===== src/hdl/framer_pkg.sv =====
// Shared constants and state types of the multi-drop command framer.
package framer_pkg;
   // ==========================================================
   // Link control characters.
   localparam logic [7:0] CH_AT = 8'h40;
   localparam logic [7:0] CH_STX = 8'h02;
   localparam logic [7:0] CH_ETX = 8'h03;
   localparam logic [7:0] CH_ETB = 8'h17;
   localparam logic [7:0] CH_ACK = 8'h06;
   localparam logic [7:0] CH_NAK = 8'h15;
   localparam logic [7:0] CH_CTRL = 8'h20;
   localparam logic [7:0] CH_QUERY = 8'h3f;
   localparam logic [7:0] CH_OK = 8'h23;
   localparam logic [7:0] CH_FAIL = 8'h21;
   localparam logic [7:0] CH_ZERO = 8'h30;
   localparam logic [7:0] CH_FN_RUN = 8'h45;
   // ==========================================================
   // Counts and reset values.
   localparam logic [7:0] LRC_INIT = 8'hff;
   localparam logic [8:0] MSG_MAX = 9'h0ff;
   localparam logic [2:0] RETRY_MAX = 3'h5;
   localparam logic [11:0] BLK_FIRST = 12'h001;
   localparam logic [15:0] PAR_START = 16'h3031;
   localparam logic [15:0] PAR_STOP = 16'h3032;
   localparam int FIFO_WIDTH = 9;
   localparam int FIFO_DEPTH = 16;
   localparam logic [2:0] HDR_LAST = 3'h6;
   // ==========================================================
   // State types.
   typedef enum logic [2:0] {R_IDLE, R_AH, R_AL, R_STX, R_BN, R_MSG, R_LRC} rx_state_e;
   typedef enum logic [2:0] {T_IDLE, T_ACK, T_RWAIT, T_HDR, T_MSG, T_LRC, T_HWAIT} tx_state_e;
endpackage


===== src/hdl/byte_fifo.sv =====
// Parameterised first-in first-out buffer with valid/ready on both sides.
`timescale 1ns/10ps
module byte_fifo #(
   parameter int WIDTH = 9,
   parameter int DEPTH = 16
) (
   input wire logic clk_i,
   input wire logic rst_n_i,
   input wire logic in_valid_i,
   input wire logic [WIDTH-1:0] in_data_i,
   output logic in_ready_o,
   output logic out_valid_o,
   output logic [WIDTH-1:0] out_data_o,
   input wire logic out_ready_i,
   output logic [$clog2(DEPTH):0] level_o
);
   localparam int AW = $clog2(DEPTH);
   typedef struct packed {
      logic [DEPTH-1:0][WIDTH-1:0] mem;
      logic [AW-1:0] wr;
      logic [AW-1:0] rd;
      logic [AW:0] cnt;
   } fifo_s;
   fifo_s st_ff, nxt_st;
   logic push, pop;

   // Full and empty come from the stored count, so they never lie.
   assign in_ready_o = (st_ff.cnt != (AW+1)'(DEPTH));
   assign out_valid_o = (st_ff.cnt != '0);
   assign out_data_o = st_ff.mem[st_ff.rd];
   assign level_o = st_ff.cnt;
   assign push = in_valid_i && in_ready_o;
   assign pop = out_valid_o && out_ready_i;

   // Pointer and count update for one push and one pop per cycle.
   always_comb begin
      nxt_st = st_ff;
      if (push) begin
         nxt_st.mem[st_ff.wr] = in_data_i;
         nxt_st.wr = st_ff.wr + 1'b1;
      end
      if (pop) begin
         nxt_st.rd = st_ff.rd + 1'b1;
      end
      nxt_st.cnt = st_ff.cnt + (AW+1)'(push) - (AW+1)'(pop);
   end

   // State register.
   always_ff @(posedge clk_i or negedge rst_n_i) begin
      if (!rst_n_i) begin
         st_ff <= '0;
      end else begin
         st_ff <= nxt_st;
      end
   end
endmodule


===== src/hdl/multidrop_ascii_command_framer.sv =====
// Device-side framer for the addressed multi-drop ASCII command link.
// Functional notes
// - Block is @, two node chars, STX, three block digits, message, end, checksum.
// - A full 255-character block that is not last ends with ETB.
// - The last or only block ends with ETX.
// - Blocks numbered from 001 upward; non-final blocks hold exactly 255 characters.
// - Control message starts with space, then function code, then parameters.
// - Parameters are 16-bit signed values written as hex ASCII.
// - Lead and function code appear only in the first block.
// - Reply carries # on success, or ! plus a three-character code; a successful query reply carries space and function code instead of #.
// - Device answers each block addressed to its own node with ACK or NAK plus its node chars.
// - Query message starts with question mark, then function code, then parameters.
// - Long reply: next block only after host ACK; final block ends with ETX.
// - Node number 00 start or stop commands are obeyed by every device.
// - Broadcast frames get no acknowledge and no response.
// - Broadcast uses function E with one 8-bit hex parameter, 1 start, 2 stop.
// - Checksum starts at FF and XORs every frame byte including controls.
// - On NAK the same block is sent again, at most five times.
// - Node numbers run 1 to 127, written as two upper-case hex chars.
`timescale 1ns/10ps
module multidrop_ascii_command_framer (
   input wire logic clk_i,
   input wire logic rst_n_i,
   input wire logic [6:0] node_id_i,
   input wire logic rx_valid_i,
   input wire logic [7:0] rx_data_i,
   output logic rx_ready_o,
   output logic tx_valid_o,
   output logic [7:0] tx_data_o,
   input wire logic tx_ready_i,
   output logic par_valid_o,
   output logic [framer_pkg::FIFO_WIDTH-1:0] par_data_o,
   input wire logic par_ready_i,
   output logic cmd_done_o,
   output logic cmd_query_o,
   output logic [7:0] function_code_char_o,
   output logic blk_bad_o,
   output logic run_start_o,
   output logic run_stop_o,
   input wire logic rsp_go_i,
   input wire logic rsp_ok_i,
   input wire logic [23:0] rsp_code_i,
   input wire logic rsp_valid_i,
   input wire logic [7:0] rsp_data_i,
   input wire logic rsp_last_i,
   output logic rsp_ready_o,
   output logic rsp_replay_o,
   output logic tx_fail_o
);
   import framer_pkg::*;

   // ==========================================================
   // Helper functions.
   // Upper-case hex character to nibble, bit 4 flags a legal character.
   function automatic logic [4:0] hex2nib(input logic [7:0] c);
      logic [4:0] r;
      r = '0;
      if (c >= 8'h30 && c <= 8'h39) begin
         r = {1'b1, c[3:0]};
      end else if (c >= 8'h41 && c <= 8'h46) begin
         r = {1'b1, c[3:0] + 4'h9};
      end
      return r;
   endfunction

   // Nibble to upper-case hex character.
   function automatic logic [7:0] nib2hex(input logic [3:0] n);
      return (n < 4'ha) ? (CH_ZERO + {4'h0, n}) : (8'h37 + {4'h0, n});
   endfunction

   // Three-digit decimal block counter increment.
   function automatic logic [11:0] bcd_inc(input logic [11:0] b);
      logic [11:0] r;
      r = b;
      if (b[3:0] != 4'h9) begin
         r[3:0] = b[3:0] + 4'h1;
      end else begin
         r[3:0] = 4'h0;
         if (b[7:4] != 4'h9) begin
            r[7:4] = b[7:4] + 4'h1;
         end else begin
            r[7:4] = 4'h0;
            r[11:8] = b[11:8] + 4'h1;
         end
      end
      return r;
   endfunction

   // ==========================================================
   // State.
   typedef struct packed {
      rx_state_e rst;
      logic [3:0] ahi;
      logic mine;
      logic bcast;
      logic [1:0] bidx;
      logic [11:0] rbnum;
      logic [11:0] rexp;
      logic [7:0] rlrc;
      logic [8:0] rcnt;
      logic [7:0] lead;
      logic [7:0] func;
      logic [15:0] par;
      logic rbad;
      logic retx;
      logic rx_ready;
      tx_state_e tst;
      logic [2:0] tidx;
      logic [11:0] tbnum;
      logic [7:0] tlrc;
      logic [8:0] tcnt;
      logic [2:0] hidx;
      logic last_seen;
      logic last_blk;
      logic [2:0] retry;
      logic ok;
      logic query;
      logic [23:0] code;
      logic ack_req;
      logic [7:0] ack_byte;
      logic resp_due;
      logic tx_valid;
      logic [7:0] tx_data;
      logic rsp_ready;
      logic cmd_done;
      logic blk_bad;
      logic run_start;
      logic run_stop;
      logic replay;
      logic tx_fail;
   } st_s;
   st_s st_ff, nxt_st;
   logic rx_take, fifo_push, fifo_rdy, host_ack, host_nak, slot_free;
   logic [FIFO_WIDTH-1:0] fifo_din;
   logic [4:0] fifo_lvl;
   logic [2:0] head_len;
   logic [7:0] head_byte, hdr_byte;

   assign rx_take = rx_valid_i && st_ff.rx_ready;
   assign slot_free = !st_ff.tx_valid || tx_ready_i;
   // Host answers to a response block are decoded from the ACK or NAK character alone; any node characters after it are ignored.
   assign host_ack = rx_take && st_ff.rst == R_IDLE && rx_data_i == CH_ACK;
   assign host_nak = rx_take && st_ff.rst == R_IDLE && rx_data_i == CH_NAK;

   // ==========================================================
   // Parameter buffer toward the command executor.
   byte_fifo #(.WIDTH(FIFO_WIDTH), .DEPTH(FIFO_DEPTH)) par_fifo (
      .clk_i(clk_i),
      .rst_n_i(rst_n_i),
      .in_valid_i(fifo_push),
      .in_data_i(fifo_din),
      .in_ready_o(fifo_rdy),
      .out_valid_o(par_valid_o),
      .out_data_o(par_data_o),
      .out_ready_i(par_ready_i),
      .level_o(fifo_lvl)
   );

   // Reply head characters, then transmit header characters.
   always_comb begin
      head_len = !st_ff.ok ? 3'h4 : (st_ff.query ? 3'h2 : 3'h1);
      head_byte = CH_OK;
      if (!st_ff.ok) begin
         unique case (st_ff.hidx)
            3'h0: head_byte = CH_FAIL;
            3'h1: head_byte = st_ff.code[23:16];
            3'h2: head_byte = st_ff.code[15:8];
            default: head_byte = st_ff.code[7:0];
         endcase
      end else if (st_ff.query) begin
         head_byte = (st_ff.hidx == 3'h0) ? CH_CTRL : st_ff.func;
      end
      unique case (st_ff.tidx)
         3'h0: hdr_byte = CH_AT;
         3'h1: hdr_byte = nib2hex({1'b0, node_id_i[6:4]});
         3'h2: hdr_byte = nib2hex(node_id_i[3:0]);
         3'h3: hdr_byte = CH_STX;
         3'h4: hdr_byte = CH_ZERO | {4'h0, st_ff.tbnum[11:8]};
         3'h5: hdr_byte = CH_ZERO | {4'h0, st_ff.tbnum[7:4]};
         default: hdr_byte = CH_ZERO | {4'h0, st_ff.tbnum[3:0]};
      endcase
   end

   // ==========================================================
   // Receive and transmit engines, one next-state process.
   always_comb begin
      logic [4:0] nh;
      logic good, first;
      nxt_st = st_ff;
      nh = hex2nib(rx_data_i);
      good = 1'b0;
      first = (st_ff.rexp == BLK_FIRST);
      fifo_push = 1'b0;
      fifo_din = {(st_ff.rcnt == (first ? 9'h002 : 9'h000)), rx_data_i};
      {nxt_st.cmd_done, nxt_st.blk_bad, nxt_st.run_start, nxt_st.run_stop} = 4'h0;
      {nxt_st.replay, nxt_st.tx_fail} = 2'h0;
      // One free slot is kept because this ready is a cycle late.
      nxt_st.rx_ready = (fifo_lvl < 5'(FIFO_DEPTH - 1));
      if (rx_take) begin
         nxt_st.rlrc = st_ff.rlrc ^ rx_data_i;
         unique case (st_ff.rst)
            R_IDLE: begin
               if (rx_data_i == CH_AT) begin
                  nxt_st.rst = R_AH;
                  nxt_st.rlrc = LRC_INIT ^ CH_AT;
                  nxt_st.rbad = 1'b0;
               end
            end
            R_AH: begin
               nxt_st.ahi = nh[3:0];
               nxt_st.rbad = !nh[4] || nh[3];
               nxt_st.rst = R_AL;
            end
            R_AL: begin
               nxt_st.bcast = !st_ff.rbad && nh[4] && {st_ff.ahi, nh[3:0]} == 8'h00;
               nxt_st.mine = !st_ff.rbad && nh[4] && {st_ff.ahi, nh[3:0]} == {1'b0, node_id_i};
               nxt_st.rst = R_STX;
            end
            R_STX: begin
               // Frames for other nodes are tracked to their end but never answered.
               nxt_st.rbad = (rx_data_i != CH_STX);
               nxt_st.rst = R_BN;
               nxt_st.bidx = 2'h0;
               nxt_st.rcnt = '0;
            end
            R_BN: begin
               nxt_st.rbnum = {st_ff.rbnum[7:0], rx_data_i[3:0]};
               if (!nh[4] || nh[3:0] > 4'h9) begin
                  nxt_st.rbad = 1'b1;
               end
               nxt_st.bidx = st_ff.bidx + 2'h1;
               if (st_ff.bidx == 2'h2) begin
                  nxt_st.rst = R_MSG;
               end
            end
            R_MSG: begin
               if (rx_data_i == CH_ETB || rx_data_i == CH_ETX) begin
                  nxt_st.retx = (rx_data_i == CH_ETX);
                  // A non-final block must be exactly full.
                  if (rx_data_i == CH_ETB && st_ff.rcnt != MSG_MAX) begin
                     nxt_st.rbad = 1'b1;
                  end
                  nxt_st.rst = R_LRC;
               end else if (st_ff.rcnt == MSG_MAX) begin
                  nxt_st.rbad = 1'b1;
               end else begin
                  nxt_st.rcnt = st_ff.rcnt + 9'h001;
                  nxt_st.par = {st_ff.par[7:0], rx_data_i};
                  if (first && st_ff.rcnt == 9'h000) begin
                     nxt_st.lead = rx_data_i;
                     nxt_st.rbad = st_ff.rbad || !(rx_data_i == CH_CTRL
                        || rx_data_i == CH_QUERY);
                  end else if (first && st_ff.rcnt == 9'h001) begin
                     nxt_st.func = rx_data_i;
                  end else if (st_ff.mine) begin
                     fifo_push = fifo_rdy;
                  end
               end
            end
            R_LRC: begin
               good = (st_ff.rlrc == rx_data_i) && !st_ff.rbad
                  && st_ff.rbnum == st_ff.rexp;
               nxt_st.rst = R_IDLE;
               if (st_ff.bcast) begin
                  // Broadcast: act on start or stop, never answer.
                  if (good && st_ff.retx && first && st_ff.lead == CH_CTRL
                      && st_ff.func == CH_FN_RUN && st_ff.rcnt == 9'h004) begin
                     nxt_st.run_start = (st_ff.par == PAR_START);
                     nxt_st.run_stop = (st_ff.par == PAR_STOP);
                  end
               end else if (st_ff.mine) begin
                  nxt_st.ack_req = 1'b1;
                  nxt_st.ack_byte = good ? CH_ACK : CH_NAK;
                  nxt_st.blk_bad = !good;
                  if (good && st_ff.retx) begin
                     nxt_st.rexp = BLK_FIRST;
                     nxt_st.cmd_done = 1'b1;
                     nxt_st.resp_due = 1'b1;
                  end else if (good) begin
                     nxt_st.rexp = bcd_inc(st_ff.rexp);
                  end
               end
            end
            default: nxt_st.rst = R_IDLE;
         endcase
      end
      // Transmit side; a byte leaves when the sink takes it.
      if (st_ff.tx_valid && tx_ready_i) begin
         nxt_st.tx_valid = 1'b0;
      end
      if (st_ff.rsp_ready && rsp_valid_i) begin
         nxt_st.rsp_ready = 1'b0;
      end
      unique case (st_ff.tst)
         T_IDLE: begin
            if (st_ff.ack_req && slot_free) begin
               nxt_st.tx_valid = 1'b1;
               nxt_st.tx_data = st_ff.ack_byte;
               nxt_st.ack_req = 1'b0;
               nxt_st.tidx = 3'h1;
               nxt_st.tst = T_ACK;
            end
         end
         T_ACK: begin
            if (slot_free) begin
               nxt_st.tx_valid = 1'b1;
               nxt_st.tx_data = hdr_byte;
               nxt_st.tidx = st_ff.tidx + 3'h1;
               if (st_ff.tidx == 3'h2) begin
                  nxt_st.tst = st_ff.resp_due ? T_RWAIT : T_IDLE;
               end
            end
         end
         T_RWAIT: begin
            if (rsp_go_i) begin
               nxt_st.resp_due = 1'b0;
               nxt_st.ok = rsp_ok_i;
               nxt_st.query = (st_ff.lead == CH_QUERY);
               nxt_st.code = rsp_code_i;
               nxt_st.tbnum = BLK_FIRST;
               nxt_st.retry = '0;
               nxt_st.hidx = '0;
               nxt_st.last_seen = 1'b0;
               nxt_st.tidx = '0;
               nxt_st.tlrc = LRC_INIT;
               nxt_st.tst = T_HDR;
            end
         end
         T_HDR: begin
            if (slot_free) begin
               nxt_st.tx_valid = 1'b1;
               nxt_st.tx_data = hdr_byte;
               nxt_st.tlrc = st_ff.tlrc ^ hdr_byte;
               nxt_st.tidx = st_ff.tidx + 3'h1;
               nxt_st.tcnt = '0;
               if (st_ff.tidx == HDR_LAST) begin
                  nxt_st.tst = T_MSG;
               end
            end
         end
         T_MSG: begin
            if (st_ff.rsp_ready && rsp_valid_i) begin
               nxt_st.tx_valid = 1'b1;
               nxt_st.tx_data = rsp_data_i;
               nxt_st.tlrc = st_ff.tlrc ^ rsp_data_i;
               nxt_st.tcnt = st_ff.tcnt + 9'h001;
               nxt_st.last_seen = rsp_last_i;
            end else if (slot_free && !st_ff.rsp_ready) begin
               if (st_ff.tbnum == BLK_FIRST && st_ff.hidx < head_len) begin
                  nxt_st.tx_valid = 1'b1;
                  nxt_st.tx_data = head_byte;
                  nxt_st.tlrc = st_ff.tlrc ^ head_byte;
                  nxt_st.hidx = st_ff.hidx + 3'h1;
                  nxt_st.tcnt = st_ff.tcnt + 9'h001;
               end else if (st_ff.ok && st_ff.query && !st_ff.last_seen
                            && st_ff.tcnt != MSG_MAX) begin
                  nxt_st.rsp_ready = 1'b1;
               end else begin
                  // Data still pending means a full block, which ends in ETB.
                  nxt_st.last_blk = !(st_ff.ok && st_ff.query) || st_ff.last_seen;
                  nxt_st.tx_valid = 1'b1;
                  nxt_st.tx_data = nxt_st.last_blk ? CH_ETX : CH_ETB;
                  nxt_st.tlrc = st_ff.tlrc ^ nxt_st.tx_data;
                  nxt_st.tst = T_LRC;
               end
            end
         end
         T_LRC: begin
            if (slot_free) begin
               nxt_st.tx_valid = 1'b1;
               nxt_st.tx_data = st_ff.tlrc;
               nxt_st.tst = T_HWAIT;
            end
         end
         T_HWAIT: begin
            nxt_st.tidx = '0;
            nxt_st.tlrc = LRC_INIT;
            if (host_ack) begin
               nxt_st.retry = '0;
               nxt_st.tbnum = bcd_inc(st_ff.tbnum);
               nxt_st.tst = st_ff.last_blk ? T_IDLE : T_HDR;
            end else if (host_nak && st_ff.retry != RETRY_MAX) begin
               // The executor rewinds its data to the start of this block.
               nxt_st.retry = st_ff.retry + 3'h1;
               nxt_st.replay = 1'b1;
               nxt_st.hidx = '0;
               nxt_st.last_seen = 1'b0;
               nxt_st.tst = T_HDR;
            end else if (host_nak) begin
               nxt_st.tx_fail = 1'b1;
               nxt_st.tst = T_IDLE;
            end
         end
         default: nxt_st.tst = T_IDLE;
      endcase
   end

   // State register; after reset the first command block must carry number 001.
   always_ff @(posedge clk_i or negedge rst_n_i) begin
      if (!rst_n_i) begin
         st_ff <= '0;
         st_ff.rexp <= BLK_FIRST;
      end else begin
         st_ff <= nxt_st;
      end
   end

   // Outputs straight from the state register; cmd_query_o is decoded from the stored lead character.
   assign rx_ready_o = st_ff.rx_ready;
   assign tx_valid_o = st_ff.tx_valid;
   assign tx_data_o = st_ff.tx_data;
   assign cmd_done_o = st_ff.cmd_done;
   assign cmd_query_o = (st_ff.lead == CH_QUERY);
   assign function_code_char_o = st_ff.func;
   assign blk_bad_o = st_ff.blk_bad;
   assign run_start_o = st_ff.run_start;
   assign run_stop_o = st_ff.run_stop;
   assign rsp_ready_o = st_ff.rsp_ready;
   assign rsp_replay_o = st_ff.replay;
   assign tx_fail_o = st_ff.tx_fail;
endmodule


===== config.mk =====
export PLATFORM = sky130hd
export DESIGN_NAME = multidrop_ascii_command_framer
export DESIGN_NICKNAME = d
export VERILOG_FILES = /design/src/hdl/framer_pkg.sv /design/src/hdl/byte_fifo.sv /design/src/hdl/multidrop_ascii_command_framer.sv
export SDC_FILE = /design/constraint.sdc
export NUM_CORES = 1
export LEC_CHECK = 0
export BUFFER_PORTS_ARGS = -buffer_cell sky130_fd_sc_hd__buf_2
export CAP_MARGIN = 20
export CORE_MARGIN = 5
export CORE_UTILIZATION = 52
export CTS_BUF_LIST = sky130_fd_sc_hd__clkbuf_8
export DETAILED_ROUTE_END_ITERATION = 8
export PLACE_DENSITY_LB_ADDON = 0.08
export SLEW_MARGIN = 20
export SYNTH_ARGS = -nofsm -noshare
export SYNTH_HDL_FRONTEND = slang
export SYNTH_HIERARCHICAL = 1
export SYNTH_SLANG_ARGS = --single-unit

===== constraint.sdc =====
create_clock -name clk_i -period 9.4 [get_ports clk_i]
set_input_delay 0.47 -clock clk_i [delete_from_list [all_inputs] [get_ports clk_i]]
set_output_delay 0.47 -clock clk_i [all_outputs]
set_load 0.005 [all_outputs]

Word level (Yosys, flattened, before mapping). Index checks and enable logic that the tools add are counted. W data, S select, Z words.

Magnitude comparators: 12. Bitwise gates (word level): 12. Multiplexer cells: 129. $add $sub $neg: 21. Equality and inequality tests: 85. Reduce and logical (&&, ||, !) cells: 92.

Operators by type and width (number): $bwmux W144 (1); $mux W8 (12); $mux W41 (2); $mux W9 (8); $mux W3 (17); $mux W10 (5); $ne A2 B2 Y1 const B (25); $mux W12 (4); $mux W4 (11); $pmux W7 S6 (1); $bmux W9 S4 (1); $demux W9 S4 (1); $pmux W9 S2 (2); $pmux W9 S4 (1); $reduce_and A5 Y1 (7); $mux W17 (2); $add A4 B1 Y4 const B (8); $eq A16 B14 Y1 const B (2); $eq A8 B6 Y1 const B (4); $pmux W8 S4 (1); $xor A8 B8 Y8 (4); $logic_and A1 B1 Y1 (31); $mux W1 (29); $mux W29 (1); other kinds (74) (171).

Input bits: 56. Word-level logic and storage cells: 413. Register bits after elaboration: 339. Output and inout bits: 36.

Logic depth before layout (Yosys ltp).
Depth in word-level cells: 12. Depth in mapped cells: 19. Mapped depth without buffers: 17.

By module. Netlist, hierarchy kept.

By module, submodules not included: multidrop_ascii_command_framer (cells an instance 1189, times used 1, sequential area each 4430.5 um^2, area each 10490.1 um^2); byte_fifo (cells an instance 506, times used 1, sequential area each 3928.8 um^2, area each 7566.0 um^2).

Worst setup path after synthesis. Ideal clock, no wire load.

Path type: input -> register. Start: input rx_data_i[7]. End: register par_fifo.st_ff, in the netlist par_fifo/level_o[4]. Stages: 17. Setup slack: 5.879 ns. Required time: 9.277 ns. Arrival time: 3.398 ns. Library setup time: 0.123 ns. Cells stage by stage: buf_2 > or4_1 > o31ai_2 > nor3_2 > and4_1 > and2_4 > buf_12 > buf_12 > inv_1 > ha_1 > inv_1 > ha_1 > fa_1 > a21oi_1 > nor2_1 > nor2_1 > xnor2_1.

RTL lines: from (decl) (RTL line multidrop_ascii_command_framer.sv:26) `input wire logic [7:0] rx_data_i,`; to (signal assigned) (RTL line byte_fifo.sv:53) `st_ff <= nxt_st;`; to (decl) (RTL line byte_fifo.sv:24) `fifo_s st_ff, nxt_st;`.

==> results.cfg <==
[yosys]
ys_types = 97
yosys_warnings = 6
yosysTopAreaCell = dfrtp_1
synth-edff-count = 0
syn_area_per_cell_um2 = 10.7
seq_area_frac_synth_pct = 46.3
ys_ff_latch = 334
dominantRegCellSynth = dfrtp_1
synthTopCellsByArea = dfrtp_1 46%, mux2_2 7.9%, nand2_1 4.4%
synth_top_cell_area_share_pct = 46.2
postSynthCellCount = 1695
synth.net_count = 1799
netlist_area_um2 = 18100
async_reset_ff_share_pct = 100

[timing]
tightest_slew_ns = 1.08
hold_violations = 0
fin_ws_ns = 5.59
final-setup-viol-count = 0
finalClockSkew_ns = 0.0185
whs_ns = 0.0615
fin_crit_ns = 3.81
slew_headroom_pct = 28.3
setup_tns_ns = 0
rsz0062_at_grt = false
max_freq_ghz = 0.263
fin_crit_sh_pct = 40.5
drv_slew = 0

[hold_path]
hold_depth = 3
min_to = st_ff[37]
min_from = rsp_code_i[11]
hold_class = primary input to flop

[worst_setup_path]
crit_fanout = 22
worstPathArrival_ns = 4.37
cp-end-kind = flop
cp_common_cell = ha_1
r2r_slack_ns = 5.59
r2r_start = st_ff[130]
max_stage_delay_ns = 0.80
r2r_end = par_fifo/level_o[4]
critPathSlowestCell = nor4_1
worst-r2r-cell-count = 16
path_cells = ha_1 -> nand3_1 -> nor4_1 -> nor3_2 -> buf_4 -> and4_1 -> and2_4 -> inv_1 -> ha_1 -> inv_1 -> ha_1 -> fa_1 -> a21oi_1 -> nor2_1 -> nor2_1 -> xnor2_1
crit_type = flop to flop
critPathRequiredTime_ns = 9.96
startpoint = st_ff[130]
crit_path_start_kind = flop

[floorplanning]
die_area_um2 = 38500
coreArea_um2 = 34400
std_cell_rows = 68
die_h_um = 196
io_pins = 92
initial_core_util_pct = 52.5
chipWidth_um = 196

[cts]
clkLatencyLatePin_ns = 0.65
clock_tree.root_cell = clkbuf_8
cts_buffers = 57
numClockSinks = 334
tritoncts = built
clkTransAtPathRegs_ns = 0.05
clockBufferDepth = 3
cts-htree-levels = 2
cts_resized = 0
post-cts-setup-buffers = 0

[grt]
grt_pass1_vias = 13500
track_usage_pct = 25.3
grt_overflow_total = 0
antenna_found_initial = 3
grt_max_degree = 152
grt_pass1_wl_mm = 78.0

[layout]
nFillCells = 2972
areaGrowthSynthToFinish_pct = 11.1
final_nets = 1878
stdcell_area_um2 = 20100
diodes = 0
drive_gt1_share_pct = 21.7

[power_and_ir_drop]
leakage_nw = 9.52
powerDensity_nw_per_um2 = 198
ir_drop_v = 0.000268

[placed_design]
pre_cts_ws_ns = 5.32
port_buffers = 91
gp_congestion = 0.913
dpl.hpwl_mm = 32.6
placed_cell_area_um2 = 18600

[drt]
wirelength_mm = 48.7
drc = 0
ant_nets = 0
wl_per_cell_um = 21.5
drtPass1Iterations = 7
vias = 13600
via_per_inst = 6.00
initialDrtViolationCount = 889

[status]
outcome = finished clean

[flow_run]
maxCapViolations = 0
-- cells by family after synthesis --
logic type	synth area share [%]
AO/OA/AOI/OAI	12.9
multiplexers	15.2
AND/OR/NAND/NOR	15.2
XOR/XNOR	2.43
flip-flops	46.3
adder cells (fa/ha/maj)	3.37
buffers and inverters	4.59
-- worst max path at each step --
stage	to	slack, ns
2_1_floorplan	par_fifo/level_o[4]	5.88
4_1_cts	par_fifo/level_o[4]	5.63
3_5_place_dp	par_fifo/level_o[4]	5.32
3_3_place_gp	par_fifo/level_o[4]	5.45
5_1_grt	par_fifo/level_o[4]	5.32
6_report	par_fifo/level_o[4]	5.59
-- repair_timing --
| item | in CTS | in global routing |
|---|---|---|
| hold buffers | 25 | 0 |
| endpoints found under the hold margin | 154 | 0 |
| endpoints found under the setup margin | 0 | 0 |
-- cell usage in the layout, fill, tap and decap left out, types with 9 or more instances in the layout --
cell           instances
a21oi_1               48
a221oi_1              21
a22o_1                 9
a22oi_1               17
a31oi_1               19
and2_1                11
and3_1                16
buf_2                 90
buf_4                 11
clkbuf_8              71
dfrtp_1              332
dlygate4sd3_1         25
ha_1                  47
inv_1                 78
mux2_1                18
mux2_2               127
mux2_4                18
mux2i_1               44
mux4_2                18
nand2_1              212
nand2b_1              24
nand3_1               40
nand4_1               21
nor2_1                70
nor2b_1               12
nor3_1                16
nor4_1                16
o21ai_0              126
o31ai_1                9
xnor2_1               37
xor2_1                13
-- cell usage after synthesis (6+ instances only) --
| cell type | n |
|---|---|
| and2_1 | 11 |
| o21ai_0 | 126 |
| nor3_1 | 17 |
| mux2i_1 | 44 |
| nand3_2 | 6 |
| a22o_1 | 9 |
| o211ai_1 | 8 |
| a31oi_1 | 19 |
| ha_1 | 47 |
| a21boi_0 | 6 |
| buf_2 | 18 |
| dfrtp_1 | 333 |
| inv_1 | 59 |
| nand2_1 | 212 |
| mux2_1 | 18 |
| xor2_1 | 13 |
| a21oi_1 | 48 |
| a22oi_1 | 17 |
| and3b_1 | 6 |
| a222oi_1 | 7 |
| clkbuf_1 | 55 |
| xnor2_1 | 37 |
| o21a_1 | 8 |
| mux4_2 | 18 |
| nand3_1 | 40 |
| mux2_4 | 18 |
| buf_4 | 29 |
| o31ai_1 | 10 |
| nand2b_1 | 24 |
| and3_1 | 16 |
| nor4_1 | 16 |
| nor2_1 | 70 |
| a221oi_1 | 21 |
| nand4_1 | 21 |
| o22ai_1 | 8 |
| a211oi_1 | 7 |
| nor2b_1 | 13 |
| mux2_2 | 127 |
| nand3b_1 | 6 |
-- final cells by class --
class	count	area, um^2	share of cell area (%)
multi-input combinational	1192	8880	44.3
sequential	334	8360	41.7
clock buffer	71	977	4.87
timing repair buffer	129	846	4.22
tap	455	569	2.84
inverter	60	225	1.12
clock inverter	29	200	0.998
-- flip-flops by register name, summed over array words and instances (netlist names), 5 cells and up --
| signal | cells |
|---|---|
| st_ff | 152 |
| tx_data_o | 8 |
| par_fifo/st_ff | 152 |
| function_code_char_o | 8 |
| par_fifo/level_o | 5 |
-- worst max-delay path, delay by kind of cell (launching register included) --
| kind | cells | cell delay [ns] |
|---|---|---|
| AO/OA/AOI/OAI | 1 | 0.17 |
| XOR/XNOR | 1 | 0.14 |
| adder cells (fa/ha/maj) | 4 | 0.95 |
| buffers and inverters | 3 | 0.37 |
| flip-flops | 1 | 0.46 |
| AND/OR/NAND/NOR | 7 | 1.64 |
-- power breakdown --
| part | switching [mW] | leakage [nW] | internal [mW] | total (mW) |
|---|---|---|---|---|
| clock network | 0.616 | 0.680 | 0.737 | 1.35 |
| registers | 0.129 | 4.48 | 1.54 | 1.67 |
| logic | 0.590 | 4.36 | 0.367 | 0.957 |
-- routing by layer --
metal	track usage [%]	wire length, um
met1	34.7	21700
met2	41.6	23300
met3	4.55	2550
met4	7.68	1200
met5	0	41
-- metrics by stage --
step / total power [mW] / std cells / util [%]
final: 3.98 / 2270 / 58.4
after floorplan: 2.33 / 1695 / -
after CTS: 4.02 / 2269 / 58.3
after global routing: 4.19 / 2270 / 58.4
after detailed placement: 2.63 / 2144 / 54.1
after global placement: 2.63 / 2144 / 54.1
Note: power is estimated with default switching activity, not from simulation.
